--- src/tmrc_pkg.sv ---
package tmrc_pkg;
   // register byte addresses (one aligned word each)
   localparam logic [3:0] ADDR_CTRL0 = 4'h0;
   localparam logic [3:0] ADDR_CTRL1 = 4'h4;
   localparam logic [3:0] ADDR_CNTL = 4'h8;
   localparam logic [3:0] ADDR_CNTH = 4'hC;
   // irq flag and enable, stands for the interrupt request/enable pair
   localparam logic [3:0] ADDR_IRQ = 4'h0;
   localparam logic [4:0] ADDR_IRQ_WORD = 5'h10;

   // control 0 fields
   localparam int C0_EN = 7;
   localparam int C0_OUT = 5;
   localparam int C0_WIDE = 4;
   // control 1 fields
   localparam int C1_ASYNC = 4;
   // irq register fields
   localparam int IRQ_FLAG = 0;
   localparam int IRQ_ENABLE = 1;

   localparam logic [7:0] CTRL0_RESET = 8'h00;
   localparam logic [7:0] CTRL1_RESET = 8'h00;
   localparam logic [7:0] CNTL_RESET = 8'h00;
   localparam logic [7:0] CNTH_RESET = 8'hFF;
   localparam logic [7:0] CTRL0_WMASK = 8'h9F;

   // clock source codes
   localparam logic [2:0] CS_PIN_TRUE = 3'h0;
   localparam logic [2:0] CS_PIN_INV = 3'h1;
   localparam logic [2:0] CS_INSTR = 3'h2;
   localparam logic [2:0] CS_FAST_OSC = 3'h3;
   localparam logic [2:0] CS_SLOW_OSC = 3'h4;
   localparam logic [2:0] CS_MED_OSC = 3'h5;
   localparam logic [2:0] CS_SEC_OSC = 3'h6;
   localparam logic [2:0] CS_LOGIC_CELL = 3'h7;

   // instruction clock is core clock / 4
   localparam int INSTR_DIV = 4;

   typedef struct packed {
      logic cyc;
      logic stb;
      logic we;
      logic [4:0] adr;
      logic [3:0] sel;
      logic [31:0] dat;
   } tmrc_wb_req_type;

   typedef struct packed {
      logic ack;
      logic [31:0] dat;
   } tmrc_wb_rsp_type;

   typedef struct packed {
      logic pin;
      logic fast_osc;
      logic slow_osc;
      logic med_osc;
      logic sec_osc;
      logic logic_cell;
   } tmrc_clk_src_type;
endpackage

--- src/tmrc_prescale.sv ---
// edge detect of the selected source and a 2^n prescaler, one pulse per tick
module tmrc_prescale #(
   parameter int PS_WIDTH = 15
) (
   // clock and reset
   input wire logic clk_i,
   input wire logic rst_i,
   // control
   input wire logic clear_i,
   input wire logic run_i,
   input wire logic [3:0] ratio_i,
   // source
   input wire logic src_i,
   input wire logic src_en_i,
   // result
   output logic tick_o
);
   logic src_q;
   logic [PS_WIDTH-1:0] count;
   logic [PS_WIDTH:0] wrap_mask;
   logic edge_seen;
   logic next_tick;

   assign edge_seen = src_en_i & src_i & ~src_q;
   assign wrap_mask = (PS_WIDTH+1)'((1 << ratio_i) - 1);
   // all masked bits set means this edge completes the ratio
   assign next_tick = edge_seen &
      (({1'b0, count} & wrap_mask) == wrap_mask);

   always_ff @(posedge clk_i) begin
      if (rst_i | clear_i | ~run_i) begin
         src_q <= 1'b0;
         count <= '0;
         tick_o <= 1'b0;
      end else begin
         // sample only at the enabled rate, so a slow sampler still sees each rise
         if (src_en_i) begin
            src_q <= src_i;
         end
         tick_o <= next_tick;
         if (edge_seen) begin
            count <= next_tick ? '0 : count + 1'b1;
         end
      end
   end
endmodule

--- src/tmrc_timer.sv ---
// Behaviour
// 8-bit: match when low equals period
// 16-bit: event when count wraps to zero
// flag set every postscale+1 events
// flag and enable request an interrupt
// event pulse lasts one postscaled period; the code holds it one prescaler tick
// output toggles on each event pulse
// output routed to pins and peripherals
// control 0 bit 5 reads output level
// control 0 bit 7 enables module
// control 0 bit 4 selects 16-bit
// control 0 bits 3-0 postscale n+1
// control 1 bits 7-5 select clock
// control 1 bit 4 skips synchronisation
// control 1 bits 3-0 prescale 2^n
// control 0 bit 6 reads zero
// two byte holding registers for count
// match clears low, reloads period buffer
// 16-bit buffered high via low access
// writes and reset clear both scalers
// sync mode halts in sleep
// software clears flag after handling
//
// The implementer's own choices: the address map and register access over Wishbone.
module tmrc_timer
   import tmrc_pkg::*;
#(
   parameter int PS_WIDTH = 15,
   parameter int POST_WIDTH = 4
) (
   // clock and reset
   input wire logic clk_i,
   input wire logic rst_i,
   // wishbone slave
   input wire tmrc_pkg::tmrc_wb_req_type wb_req_i,
   output tmrc_pkg::tmrc_wb_rsp_type wb_rsp_o,
   // clock sources and sleep
   input wire tmrc_pkg::tmrc_clk_src_type clk_src_i,
   input wire logic sleep_i,
   // outputs
   output logic timer_out_o,
   output logic event_pulse_o,
   output logic irq_o,
   output logic wake_o
);
   import tmrc_pkg::*;

   logic [7:0] timer_control_0;
   logic [7:0] timer_control_1;
   logic [7:0] count_low_byte;
   logic [7:0] count_high_byte;
   logic [7:0] count_high_real;
   logic [7:0] period_buf;
   logic [POST_WIDTH-1:0] post_count;
   logic [1:0] instr_div;
   logic timer_irq_flag;
   logic timer_irq_enable;
   logic output_level_bit;
   logic ack;
   logic [31:0] rdata;

   // bus decode
   wire bus_req = wb_req_i.cyc & wb_req_i.stb & ~ack;
   wire wr_lane = wb_req_i.we & wb_req_i.sel[0];
   wire [3:0] word_adr = wb_req_i.adr[3:0];
   wire adr_hi = wb_req_i.adr[4];
   wire hit_c0 = ~adr_hi & (word_adr == ADDR_CTRL0);
   wire hit_c1 = ~adr_hi & (word_adr == ADDR_CTRL1);
   wire hit_cl = ~adr_hi & (word_adr == ADDR_CNTL);
   wire hit_ch = ~adr_hi & (word_adr == ADDR_CNTH);
   wire hit_irq = (wb_req_i.adr == ADDR_IRQ_WORD);
   wire wr_c0 = bus_req & wr_lane & hit_c0;
   wire wr_c1 = bus_req & wr_lane & hit_c1;
   wire wr_cl = bus_req & wr_lane & hit_cl;
   wire wr_ch = bus_req & wr_lane & hit_ch;
   wire wr_irq = bus_req & wr_lane & hit_irq;
   wire rd_cl = bus_req & ~wb_req_i.we & hit_cl;
   wire [7:0] wdata = wb_req_i.dat[7:0];

   // control fields
   wire module_enable = timer_control_0[C0_EN];
   wire wide_mode_select = timer_control_0[C0_WIDE];
   wire [3:0] postscale_select = timer_control_0[3:0];
   wire [2:0] clock_source_select = timer_control_1[7:5];
   wire input_unsync_select = timer_control_1[C1_ASYNC];
   wire [3:0] prescale_select = timer_control_1[3:0];

   // sync mode samples at the instruction rate; async takes every core edge
   wire instr_tick = (instr_div == 2'(INSTR_DIV - 1));
   // the instruction clock is already in step with the core, so it is taken every edge
   wire src_en = input_unsync_select | instr_tick |
      (clock_source_select == CS_INSTR);

   // clock source multiplexer
   wire src_sel =
      (clock_source_select == CS_PIN_TRUE) ? clk_src_i.pin :
      (clock_source_select == CS_PIN_INV) ? ~clk_src_i.pin :
      (clock_source_select == CS_INSTR) ? instr_div[1] :
      (clock_source_select == CS_FAST_OSC) ? clk_src_i.fast_osc :
      (clock_source_select == CS_SLOW_OSC) ? clk_src_i.slow_osc :
      (clock_source_select == CS_MED_OSC) ? clk_src_i.med_osc :
      (clock_source_select == CS_SEC_OSC) ? clk_src_i.sec_osc :
      clk_src_i.logic_cell;

   // a synchronised timer stops in sleep since its clock is gated there
   wire run = module_enable & ~(sleep_i & ~input_unsync_select);
   wire scaler_clear = wr_cl | wr_c0 | wr_c1;

   logic pre_tick;

   tmrc_prescale #(
      .PS_WIDTH(PS_WIDTH)
   ) u_prescale (
      .clk_i(clk_i),
      .rst_i(rst_i),
      .clear_i(scaler_clear),
      .run_i(run),
      .ratio_i(prescale_select),
      .src_i(src_sel),
      .src_en_i(src_en),
      .tick_o(pre_tick)
   );

   // counter events
   wire inc = pre_tick & ~wr_cl;
   wire match8 = ~wide_mode_select & (count_low_byte == period_buf);
   wire roll16 = wide_mode_select &
      ({count_high_real, count_low_byte} == 16'hFFFF);
   wire raw_event = inc & (match8 | roll16);
   wire post_done = (post_count == postscale_select);
   wire post_event = raw_event & post_done;
   wire next_flag = post_event | (timer_irq_flag & ~(wr_irq & ~wdata[IRQ_FLAG]));

   always_ff @(posedge clk_i) begin
      if (rst_i) begin
         instr_div <= '0;
      end else begin
         instr_div <= instr_div + 2'h1;
      end
   end

   // registers and counter
   always_ff @(posedge clk_i) begin
      if (rst_i) begin
         timer_control_0 <= CTRL0_RESET;
         timer_control_1 <= CTRL1_RESET;
         count_low_byte <= CNTL_RESET;
         count_high_byte <= CNTH_RESET;
         count_high_real <= CNTH_RESET;
         period_buf <= CNTH_RESET;
         timer_irq_enable <= 1'b0;
      end else begin
         if (wr_c0) begin
            timer_control_0 <= wdata & CTRL0_WMASK;
         end
         if (wr_c1) begin
            timer_control_1 <= wdata;
         end
         if (wr_irq) begin
            timer_irq_enable <= wdata[IRQ_ENABLE];
         end
         if (wr_ch) begin
            count_high_byte <= wdata;
         end else if (rd_cl & wide_mode_select) begin
            count_high_byte <= count_high_real;
         end
         if (wr_cl) begin
            count_low_byte <= wdata;
            if (wide_mode_select) begin
               count_high_real <= count_high_byte;
            end
         end else if (inc) begin
            if (match8) begin
               count_low_byte <= '0;
               period_buf <= count_high_byte;
            end else begin
               {count_high_real, count_low_byte} <=
                  {count_high_real, count_low_byte} + 16'h0001;
            end
         end
         // 8-bit mode loads a high byte write straight into the period only while the module is disabled
         if (~wide_mode_select & wr_ch & ~module_enable) begin
            period_buf <= wdata;
         end
      end
   end

   // postscaler, output and interrupt
   always_ff @(posedge clk_i) begin
      if (rst_i | scaler_clear) begin
         post_count <= '0;
      end else if (raw_event) begin
         post_count <= post_done ? '0 : post_count + 1'b1;
      end
   end

   always_ff @(posedge clk_i) begin
      if (rst_i) begin
         timer_irq_flag <= 1'b0;
         output_level_bit <= 1'b0;
         event_pulse_o <= 1'b0;
         timer_out_o <= 1'b0;
         irq_o <= 1'b0;
         wake_o <= 1'b0;
      end else begin
         // the set wins over a clear in the same cycle
         timer_irq_flag <= next_flag;
         // pulse held from one postscaled event until the next tick
         if (pre_tick | ~run) begin
            event_pulse_o <= post_event;
         end
         if (post_event) begin
            output_level_bit <= ~output_level_bit;
            timer_out_o <= ~output_level_bit;
         end
         irq_o <= next_flag & timer_irq_enable;
         wake_o <= next_flag & timer_irq_enable & sleep_i;
      end
   end

   // register read
   wire [7:0] c0_read = {timer_control_0[7], 1'b0, output_level_bit,
      timer_control_0[4:0]};
   assign rdata =
      hit_c0 ? {24'h000000, c0_read} :
      hit_c1 ? {24'h000000, timer_control_1} :
      hit_cl ? {24'h000000, count_low_byte} :
      hit_ch ? {24'h000000, count_high_byte} :
      hit_irq ? {30'h00000000, timer_irq_enable, timer_irq_flag} :
      32'h00000000;

   always_ff @(posedge clk_i) begin
      if (rst_i) begin
         ack <= 1'b0;
         wb_rsp_o <= '0;
      end else begin
         ack <= bus_req;
         wb_rsp_o.ack <= bus_req;
         wb_rsp_o.dat <= bus_req ? rdata : 32'h00000000;
      end
   end
endmodule

--- config.mk ---
export PLATFORM = sky130hd
export DESIGN_NAME = tmrc_timer
export DESIGN_NICKNAME = d
export VERILOG_FILES = /design/src/tmrc_pkg.sv /design/src/tmrc_prescale.sv /design/src/tmrc_timer.sv
export SDC_FILE = /design/constraint.sdc
export NUM_CORES = 1
export LEC_CHECK = 0
export ABC_AREA = 1
export BUFFER_PORTS_ARGS = -buffer_cell sky130_fd_sc_hd__buf_4
export CAP_MARGIN = 10
export CORE_ASPECT_RATIO = 1.75
export CORE_MARGIN = 2
export CORE_UTILIZATION = 45
export CTS_CLUSTER_DIAMETER = 150
export DETAILED_ROUTE_END_ITERATION = 8
export GPL_TIMING_DRIVEN = 0
export PLACE_DENSITY = 0.74
export SYNTH_ARGS = -nofsm -noshare
export SYNTH_HDL_FRONTEND = slang
export SYNTH_SLANG_ARGS = --single-unit
--- constraint.sdc ---
create_clock -name clk_i -period 2.4 [get_ports clk_i]
set_input_delay 0.12 -clock clk_i [delete_from_list [all_inputs] [get_ports clk_i]]
set_output_delay 0.12 -clock clk_i [all_outputs]
set_load 0.03 [all_outputs]
==> flow_summary.json, run 1 <==
{
  "r2r-start": "count_low_byte[1]",
  "ys_types": 50,
  "synth_seq_cells": 84,
  "min_path_type": "in -> reg",
  "worst_ep_arrival_time_ns": 2.41,
  "drtIter0Drc": 266,
  "syn_area_sq_um": 5070,
  "power_density_nw_per_um2": 517,
  "p_leak_nw": 2.64,
  "routedWlPerCell_um": 15.8,
  "crit_path_start": "count_low_byte[1]",
  "path_delay_family": "simple AND/OR/NAND/NOR gates",
  "async_flop_share_pct": 0,
  "crit_fanout": 6,
  "tightest_slew_ns": 0.663,
  "skew_ns": 0.00811,
  "cts-root-buf": "clkbuf_16",
  "fillCellCount": 1109,
  "synth_top_cells_by_count": "nand2_1, dfxtp_1, inv_1, nor2_1, a21oi_1",
  "endpoint_kind": "flop",
  "ys.flop_type": "dfxtp_1",
  "drv_slew": 0,
  "grt_max_degree": 15,
  "antenna_cells": 0,
  "core_area_sq_um": 11000,
  "gp_congestion": 0.992,
  "irDropWorstVdd_v": 0.000383,
  "finalPower_mw": 3.06,
  "fmax_ghz": 0.455,
  "rsz0062_at_grt": "false",
  "yosysWarningCount": 0,
  "cts-htree-levels": 3,
  "synth-edff-count": 0,
  "grt_use_total_pct": 25.0,
  "r2r-end": "count_high_real[6]",
  "cts_tree": "yes",
  "r2r_cells": 10,
  "die_h_um": 144,
  "drc_errors": 0,
  "grt_pass1_wl_um": 23800,
  "post-route-period-util_pct": 91.6,
  "path_depth": 10,
  "max-slew-margin-rel_pct": 55.6,
  "synth-seq-area-share_pct": 33.1,
  "worstSkewPairLatency_ns": 0.35,
  "boundaryPins": 90,
  "setup_violations": 0,
  "clock_sink_count": 84,
  "finalHoldViolCount": 0,
  "critical_path_class": "reg -> reg",
  "yosysMostFrequentCell": "nand2_1",
  "drt-total-wl_um": 14800,
  "postRouteAntennaNets": 0,
  "worst-path-buf-inv": 0,
  "maxCapViolCount": 0,
  "slowest_delay_ns": 0.43,
  "vias": 5101,
  "path_cells": "ha_1 > nand3_2 > nor2_2 > nand2_2 > nor2_1 > nand4_1 > nor3b_1 > o21ai_0 > o211ai_1 > nand3_1",
  "finalCriticalPeriod_ns": 2.20,
  "synth_cells": 727,
  "dieArea_sq_um": 12200,
  "path_clk_slew_ns": 0.06,
  "fin_tns_setup_ns": 0,
  "grt_pass1_vias": 4906,
  "crit_end": "count_high_real[6]",
  "dpl.hpwl_um": 11500,
  "synth_top_area_share_pct": 33.1,
  "fin_nets": 856,
  "syn_area_per_cell_sq_um": 6.98,
  "cts.path.max_buffers": 2,
  "numCtsBuffers": 9,
  "fp.dieW_um": 84.3,
  "port_buffers": 37,
  "start_kind": "flop",
  "synth.area.top_cells": "dfxtp_1, nand2_1, inv_1, a21oi_1, nand3_1",
  "start_util_pct": 46.0,
  "cp_slowest_cell": "dfxtp_1",
  "dp.cells": 919,
  "final_cells": 935,
  "outcome": "completed",
  "cp.required_ns": 2.61,
  "drive_above_1_share_pct": 17.3,
  "firstDrtPassIters": 5,
  "gr-total-overflow": 0,
  "antenna_found_initial": 0,
  "num_rows": 51,
  "r2r_slack_ns": 0.20,
  "synth_top_cell_by_area": "dfxtp_1",
  "area_growth_pct": 16.7,
  "via_per_inst": 5.46
}
sequential cells by signal, indices dropped and copies added, names as in the netlist:
signal	flops
count_low_byte	8
u_prescale.count	15
instr_div	2
ack	1
timer_irq_flag	1
event_pulse_o	1
post_count	4
period_buf	8
timer_control_0	6
wb_rsp_o	8
timer_control_1	8
wake_o	1
count_high_byte	8
output_level_bit	1
irq_o	1
timer_irq_enable	1
u_prescale.src_q	1
u_prescale.tick_o	1
count_high_real	8
how the worst min path moves through the flow:
stage	from	endpoint	slack, ns	cells past startpoint
2_1_floorplan	wb_req_i[5]	count_high_byte[5]	0.25	2
3_3_place_gp	wb_req_i[5]	count_high_byte[5]	0.41	3
3_5_place_dp	wb_req_i[5]	count_high_byte[5]	0.41	3
4_1_cts	wb_req_i[5]	count_high_byte[5]	0.05	3
5_1_grt	wb_req_i[5]	count_high_byte[5]	0.07	3
6_report	wb_req_i[5]	count_high_byte[5]	0.06	3
layer usage:
layer  vias to the layer above  global-route usage (%)  share of wire, %
li1                       2525                       -                 -
met1                      2334                    24.1                36
met2                       176                    46.8                53
met3                        66                    4.45               4.5
met4                         0                    18.6               7.2
met5                         -                       0                 0
cells in the final DEF (no fill, tap or decap), types with 11 or more instances in the layout:
cell      netlist  routed
nor2_2          9      11
o21ai_0        29      29
buf_4          26      63
inv_1          80      80
nand4_1        24      24
nand2_1       153     153
xor2_1         22      22
dfxtp_1        84      83
clkbuf_1       10      11
nand3_1        51      51
a21oi_1        53      53
conb_1          1      24
nor3_1         12      12
nor2_1         54      51
o211ai_1       18      18
worst register-to-register path, stage by stage (launching register included):
cell and delay (ns):
dfxtp_1 0.43, ha_1 0.24, nand3_2 0.10, nor2_2 0.18, nand2_2 0.15, nor2_1 0.22
nand4_1 0.24, nor3b_1 0.22, o21ai_0 0.10, o211ai_1 0.10, nand3_1 0.09
kinds of logic (layout without fill, tap and decap cells):
| group | Yosys count | in the layout | share of synthesized area [%] |
|---|---|---|---|
| AO/OA/AOI/OAI | 139 | 139 | 16.6 |
| buffers and inverters | 136 | 189 | 12.7 |
| XOR/XNOR | 25 | 25 | 4.31 |
| adder cells (fa/ha/maj) | 5 | 5 | 1.23 |
| flip-flops | 84 | 84 | 33.1 |
| AND/OR/NAND/NOR | 337 | 337 | 31.9 |
| other | 1 | 24 | 0.0739 |
final cells by class:
type | instances | area, sq um | area share (%)
multi-input combinational | 530 | 2850 | 48.1
sequential | 84 | 1680 | 28.4
inverter | 91 | 343 | 5.79
buffer | 45 | 303 | 5.11
timing repair buffer | 37 | 278 | 4.69
clock buffer | 11 | 243 | 4.10
tap | 132 | 165 | 2.79
clock inverter | 5 | 61.3 | 1.04
repair_timing:
action	4_1_cts	5_1_grt
endpoints found under the setup margin	0	12
hold buffers	0	0
resized for setup	0	5
setup buffers	0	0
power breakdown:
group | switching, mW | total, mW | leakage [nW] | internal [mW]
Combinational | 0.150 | 0.230 | 1.82 | 0.0798
Clock | 0.592 | 1.43 | 0.138 | 0.837
Sequential | 0.00390 | 1.40 | 0.679 | 1.40
Total | 0.746 | 3.06 | 2.64 | 2.32
per-stage QoR:
| stage | util, % | setup slack, ns | hold WS (ns) | area [sq um] |
|---|---|---|---|---|
| after floorplan | - | 0.494 | 0.252 | 5160 |
| after global placement | 50.8 | 0.0221 | 0.407 | 5600 |
| after detailed placement | 50.8 | 0.0269 | 0.408 | 5600 |
| after CTS | 53.5 | 0.0181 | 0.0520 | 5910 |
| after global routing | 53.6 | 0.0145 | 0.0693 | 5920 |
| final | 53.6 | 0.202 | 0.0577 | 5920 |
(Power assumes the default switching activity.)
==> inputs of run 2 (changes only) <==
--- a/config.mk
+++ b/config.mk
@@ -9,7 +9,6 @@
 export BUFFER_PORTS_ARGS = -buffer_cell sky130_fd_sc_hd__buf_4
 export CAP_MARGIN = 10
 export CORE_ASPECT_RATIO = 1.75
-export CORE_MARGIN = 2
 export CORE_UTILIZATION = 45
 export CTS_CLUSTER_DIAMETER = 150
 export DETAILED_ROUTE_END_ITERATION = 8
==> run 2 against run 1 <==
Setup slack worse by 0.012 ns. First-iteration DRC count unchanged. Critical path depth unchanged. Design area up 0.38%. Register-to-register slack about the same. Maximum frequency down 0.52%. Sequential power about the same. Worst hold slack better by 0.017 ns. Power up 3.6%. Die area down 3.7%. Sequential share of layout area down 0.13 points. Critical endpoint unchanged. Largest cell class unchanged. Largest power group unchanged.
==> flow_summary.json, run 2 (synthesis gave the netlist of run 1 again) <==
{
  "mostFrequentLayoutCell": "nand2_1",
  "endpoint_kind": "flop",
  "numCtsBuffers": 9,
  "dieArea_sq_um": 11700,
  "path_depth": 10,
  "seq_power_share_pct": 44.2,
  "drtIter0Drc": 266,
  "worstSkewPairLatency_ns": 0.35,
  "fp.dieW_um": 82.3,
  "largest_reg_flops": 15,
  "cts-root-buf": "clkbuf_16",
  "path_clk_slew_ns": 0.06,
  "via_per_inst": 5.46,
  "dpl.hpwl_um": 11400,
  "finalHoldViolCount": 0,
  "placed_area_sq_um": 5600,
  "antenna_cells": 0,
  "maxCapViolCount": 0,
  "start_util_pct": 46.0,
  "path_delay_family": "simple AND/OR/NAND/NOR gates",
  "cts_tree": "yes",
  "cp_slowest_cell": "dfxtp_1",
  "p_int_mw": 2.42,
  "tightest_slew_ns": 0.655,
  "slowest_delay_ns": 0.45,
  "critical_path_class": "reg -> reg",
  "crit_path_start": "count_low_byte[1]",
  "grt_pass1_vias": 4802,
  "drc_errors": 0,
  "cts.path.max_buffers": 2,
  "postLayoutCellArea_sq_um": 5940,
  "finalCriticalPeriod_ns": 2.21,
  "routedWlPerCell_um": 15.8,
  "outcome": "completed",
  "hold_start": "wb_req_i[5]",
  "drive_above_1_share_pct": 17.2,
  "die_h_um": 142,
  "hold_depth": 3,
  "clock_sink_count": 84,
  "r2r-start": "count_low_byte[1]",
  "crit_fanout": 6,
  "combPwrFrac_pct": 7.3,
  "setup_violations": 0,
  "largest_register": "u_prescale.count",
  "cts-htree-levels": 3,
  "antenna_found_initial": 0,
  "rsz0062_at_grt": "false",
  "p_leak_nw": 2.66,
  "switching_share_pct": 23.6,
  "final_cell_mix": "nand2_1, dfxtp_1, inv_1, buf_4, a21oi_1",
  "power_density_nw_per_um2": 534,
  "start_kind": "flop",
  "p_switching_mw": 0.749,
  "max-slew-margin-rel_pct": 56.2,
  "drt-total-wl_um": 14700,
  "grt_pass1_wl_um": 23200,
  "boundaryPins": 90,
  "skew_ns": 0.00849,
  "irDropWorstVdd_v": 0.000452,
  "num_rows": 51,
  "gr-total-overflow": 0,
  "core_area_sq_um": 11000,
  "cp.required_ns": 2.61,
  "grt_use_total_pct": 26.8,
  "post-route-period-util_pct": 92.1,
  "gp_congestion": 1.03,
  "area_growth_pct": 17.1,
  "fmax_ghz": 0.453,
  "grt_max_degree": 15,
  "fin_tns_setup_ns": 0,
  "vias": 5103,
  "fin_nets": 856,
  "postRouteAntennaNets": 0,
  "worst_ep_arrival_time_ns": 2.42,
  "path_cells": "ha_1 > nand3_2 > nor2_2 > nand2_2 > nor2_1 > nand4_1 > nor3b_1 > o21ai_0 > o211ai_1 > nand3_1",
  "firstDrtPassIters": 7,
  "port_buffers": 37,
  "p_clk_share_pct": 48.5,
  "drv_slew": 0,
  "r2r_cells": 10,
  "worst-path-buf-inv": 0,
  "min_path_type": "in -> reg"
}
## run 2: cell count changes in the layout (fill, tap and decap cells not counted), sizes merged
cell / change
clkinvlp: -2
bufinv: +1
clkinv: +1
## run 2: final cells by class
cell class                      count  area [sq um]
Inverter                           91           343
Clock inverter                      5          85.1
Buffer                             45           303
Multi-Input combinational cell    530          2850
Sequential cell                    84          1680
Clock buffer                       11           243
Tap cell                          132           165
Fill cell                        1084          5090
Timing Repair Buffer               37           278
## run 2: worst reg2reg max path: cells and delay by family, from the launching register on
kind	cells	cell delay, ns
AND/OR/NAND/NOR	7	1.15
flip-flops	1	0.45
adder cells (fa/ha/maj)	1	0.25
AO/OA/AOI/OAI	2	0.21
## run 2: through the flow
| step | instances | total power [mW] | utilization [%] | setup WS, ns | hold slack, ns |
|---|---|---|---|---|---|
| after global placement | 919 | 1.66 | 50.8 | 0.0182 | 0.413 |
| final | 935 | 3.17 | 53.8 | 0.190 | 0.0745 |
| after global routing | 935 | 3.25 | 53.8 | 0.0224 | 0.0718 |
| after CTS | 935 | 3.19 | 53.8 | 0.0634 | 0.0570 |
| after detailed placement | 919 | 1.66 | 50.8 | 0.00946 | 0.417 |
| after floorplan | 750 | 1.59 | - | 0.494 | 0.252 |
## run 2: timing repair
action,CTS,global route
hold buffers,0,0
resized for setup,1,3
endpoints found under the setup margin,1,10
buffers inserted,0,0
## run 2: path summary, 6_finish.rpt
path	to	slack (ns)
worst max-delay path	count_high_real[6]	0.19
worst min register to register	instr_div[0]	0.42
worst min-delay path	count_high_byte[5]	0.07
worst max register to register	count_high_real[6]	0.19
## run 2: power groups by stage
stage / Combinational [mW] / Clock (mW) / Sequential (mW)
2_1_floorplan: 0.151 / 0 / 1.43
3_3_place_gp: 0.225 / 0 / 1.43
3_5_place_dp: 0.226 / 0 / 1.43
4_1_cts: 0.227 / 1.56 / 1.40
5_1_grt: 0.249 / 1.60 / 1.40
6_report: 0.231 / 1.54 / 1.40
## run 2: layer usage
layer	global-route usage (%)	wire length [um]
met1	26.0	5200
met2	48.3	7860
met3	5.13	709
met4	19.8	976
met5	0	0
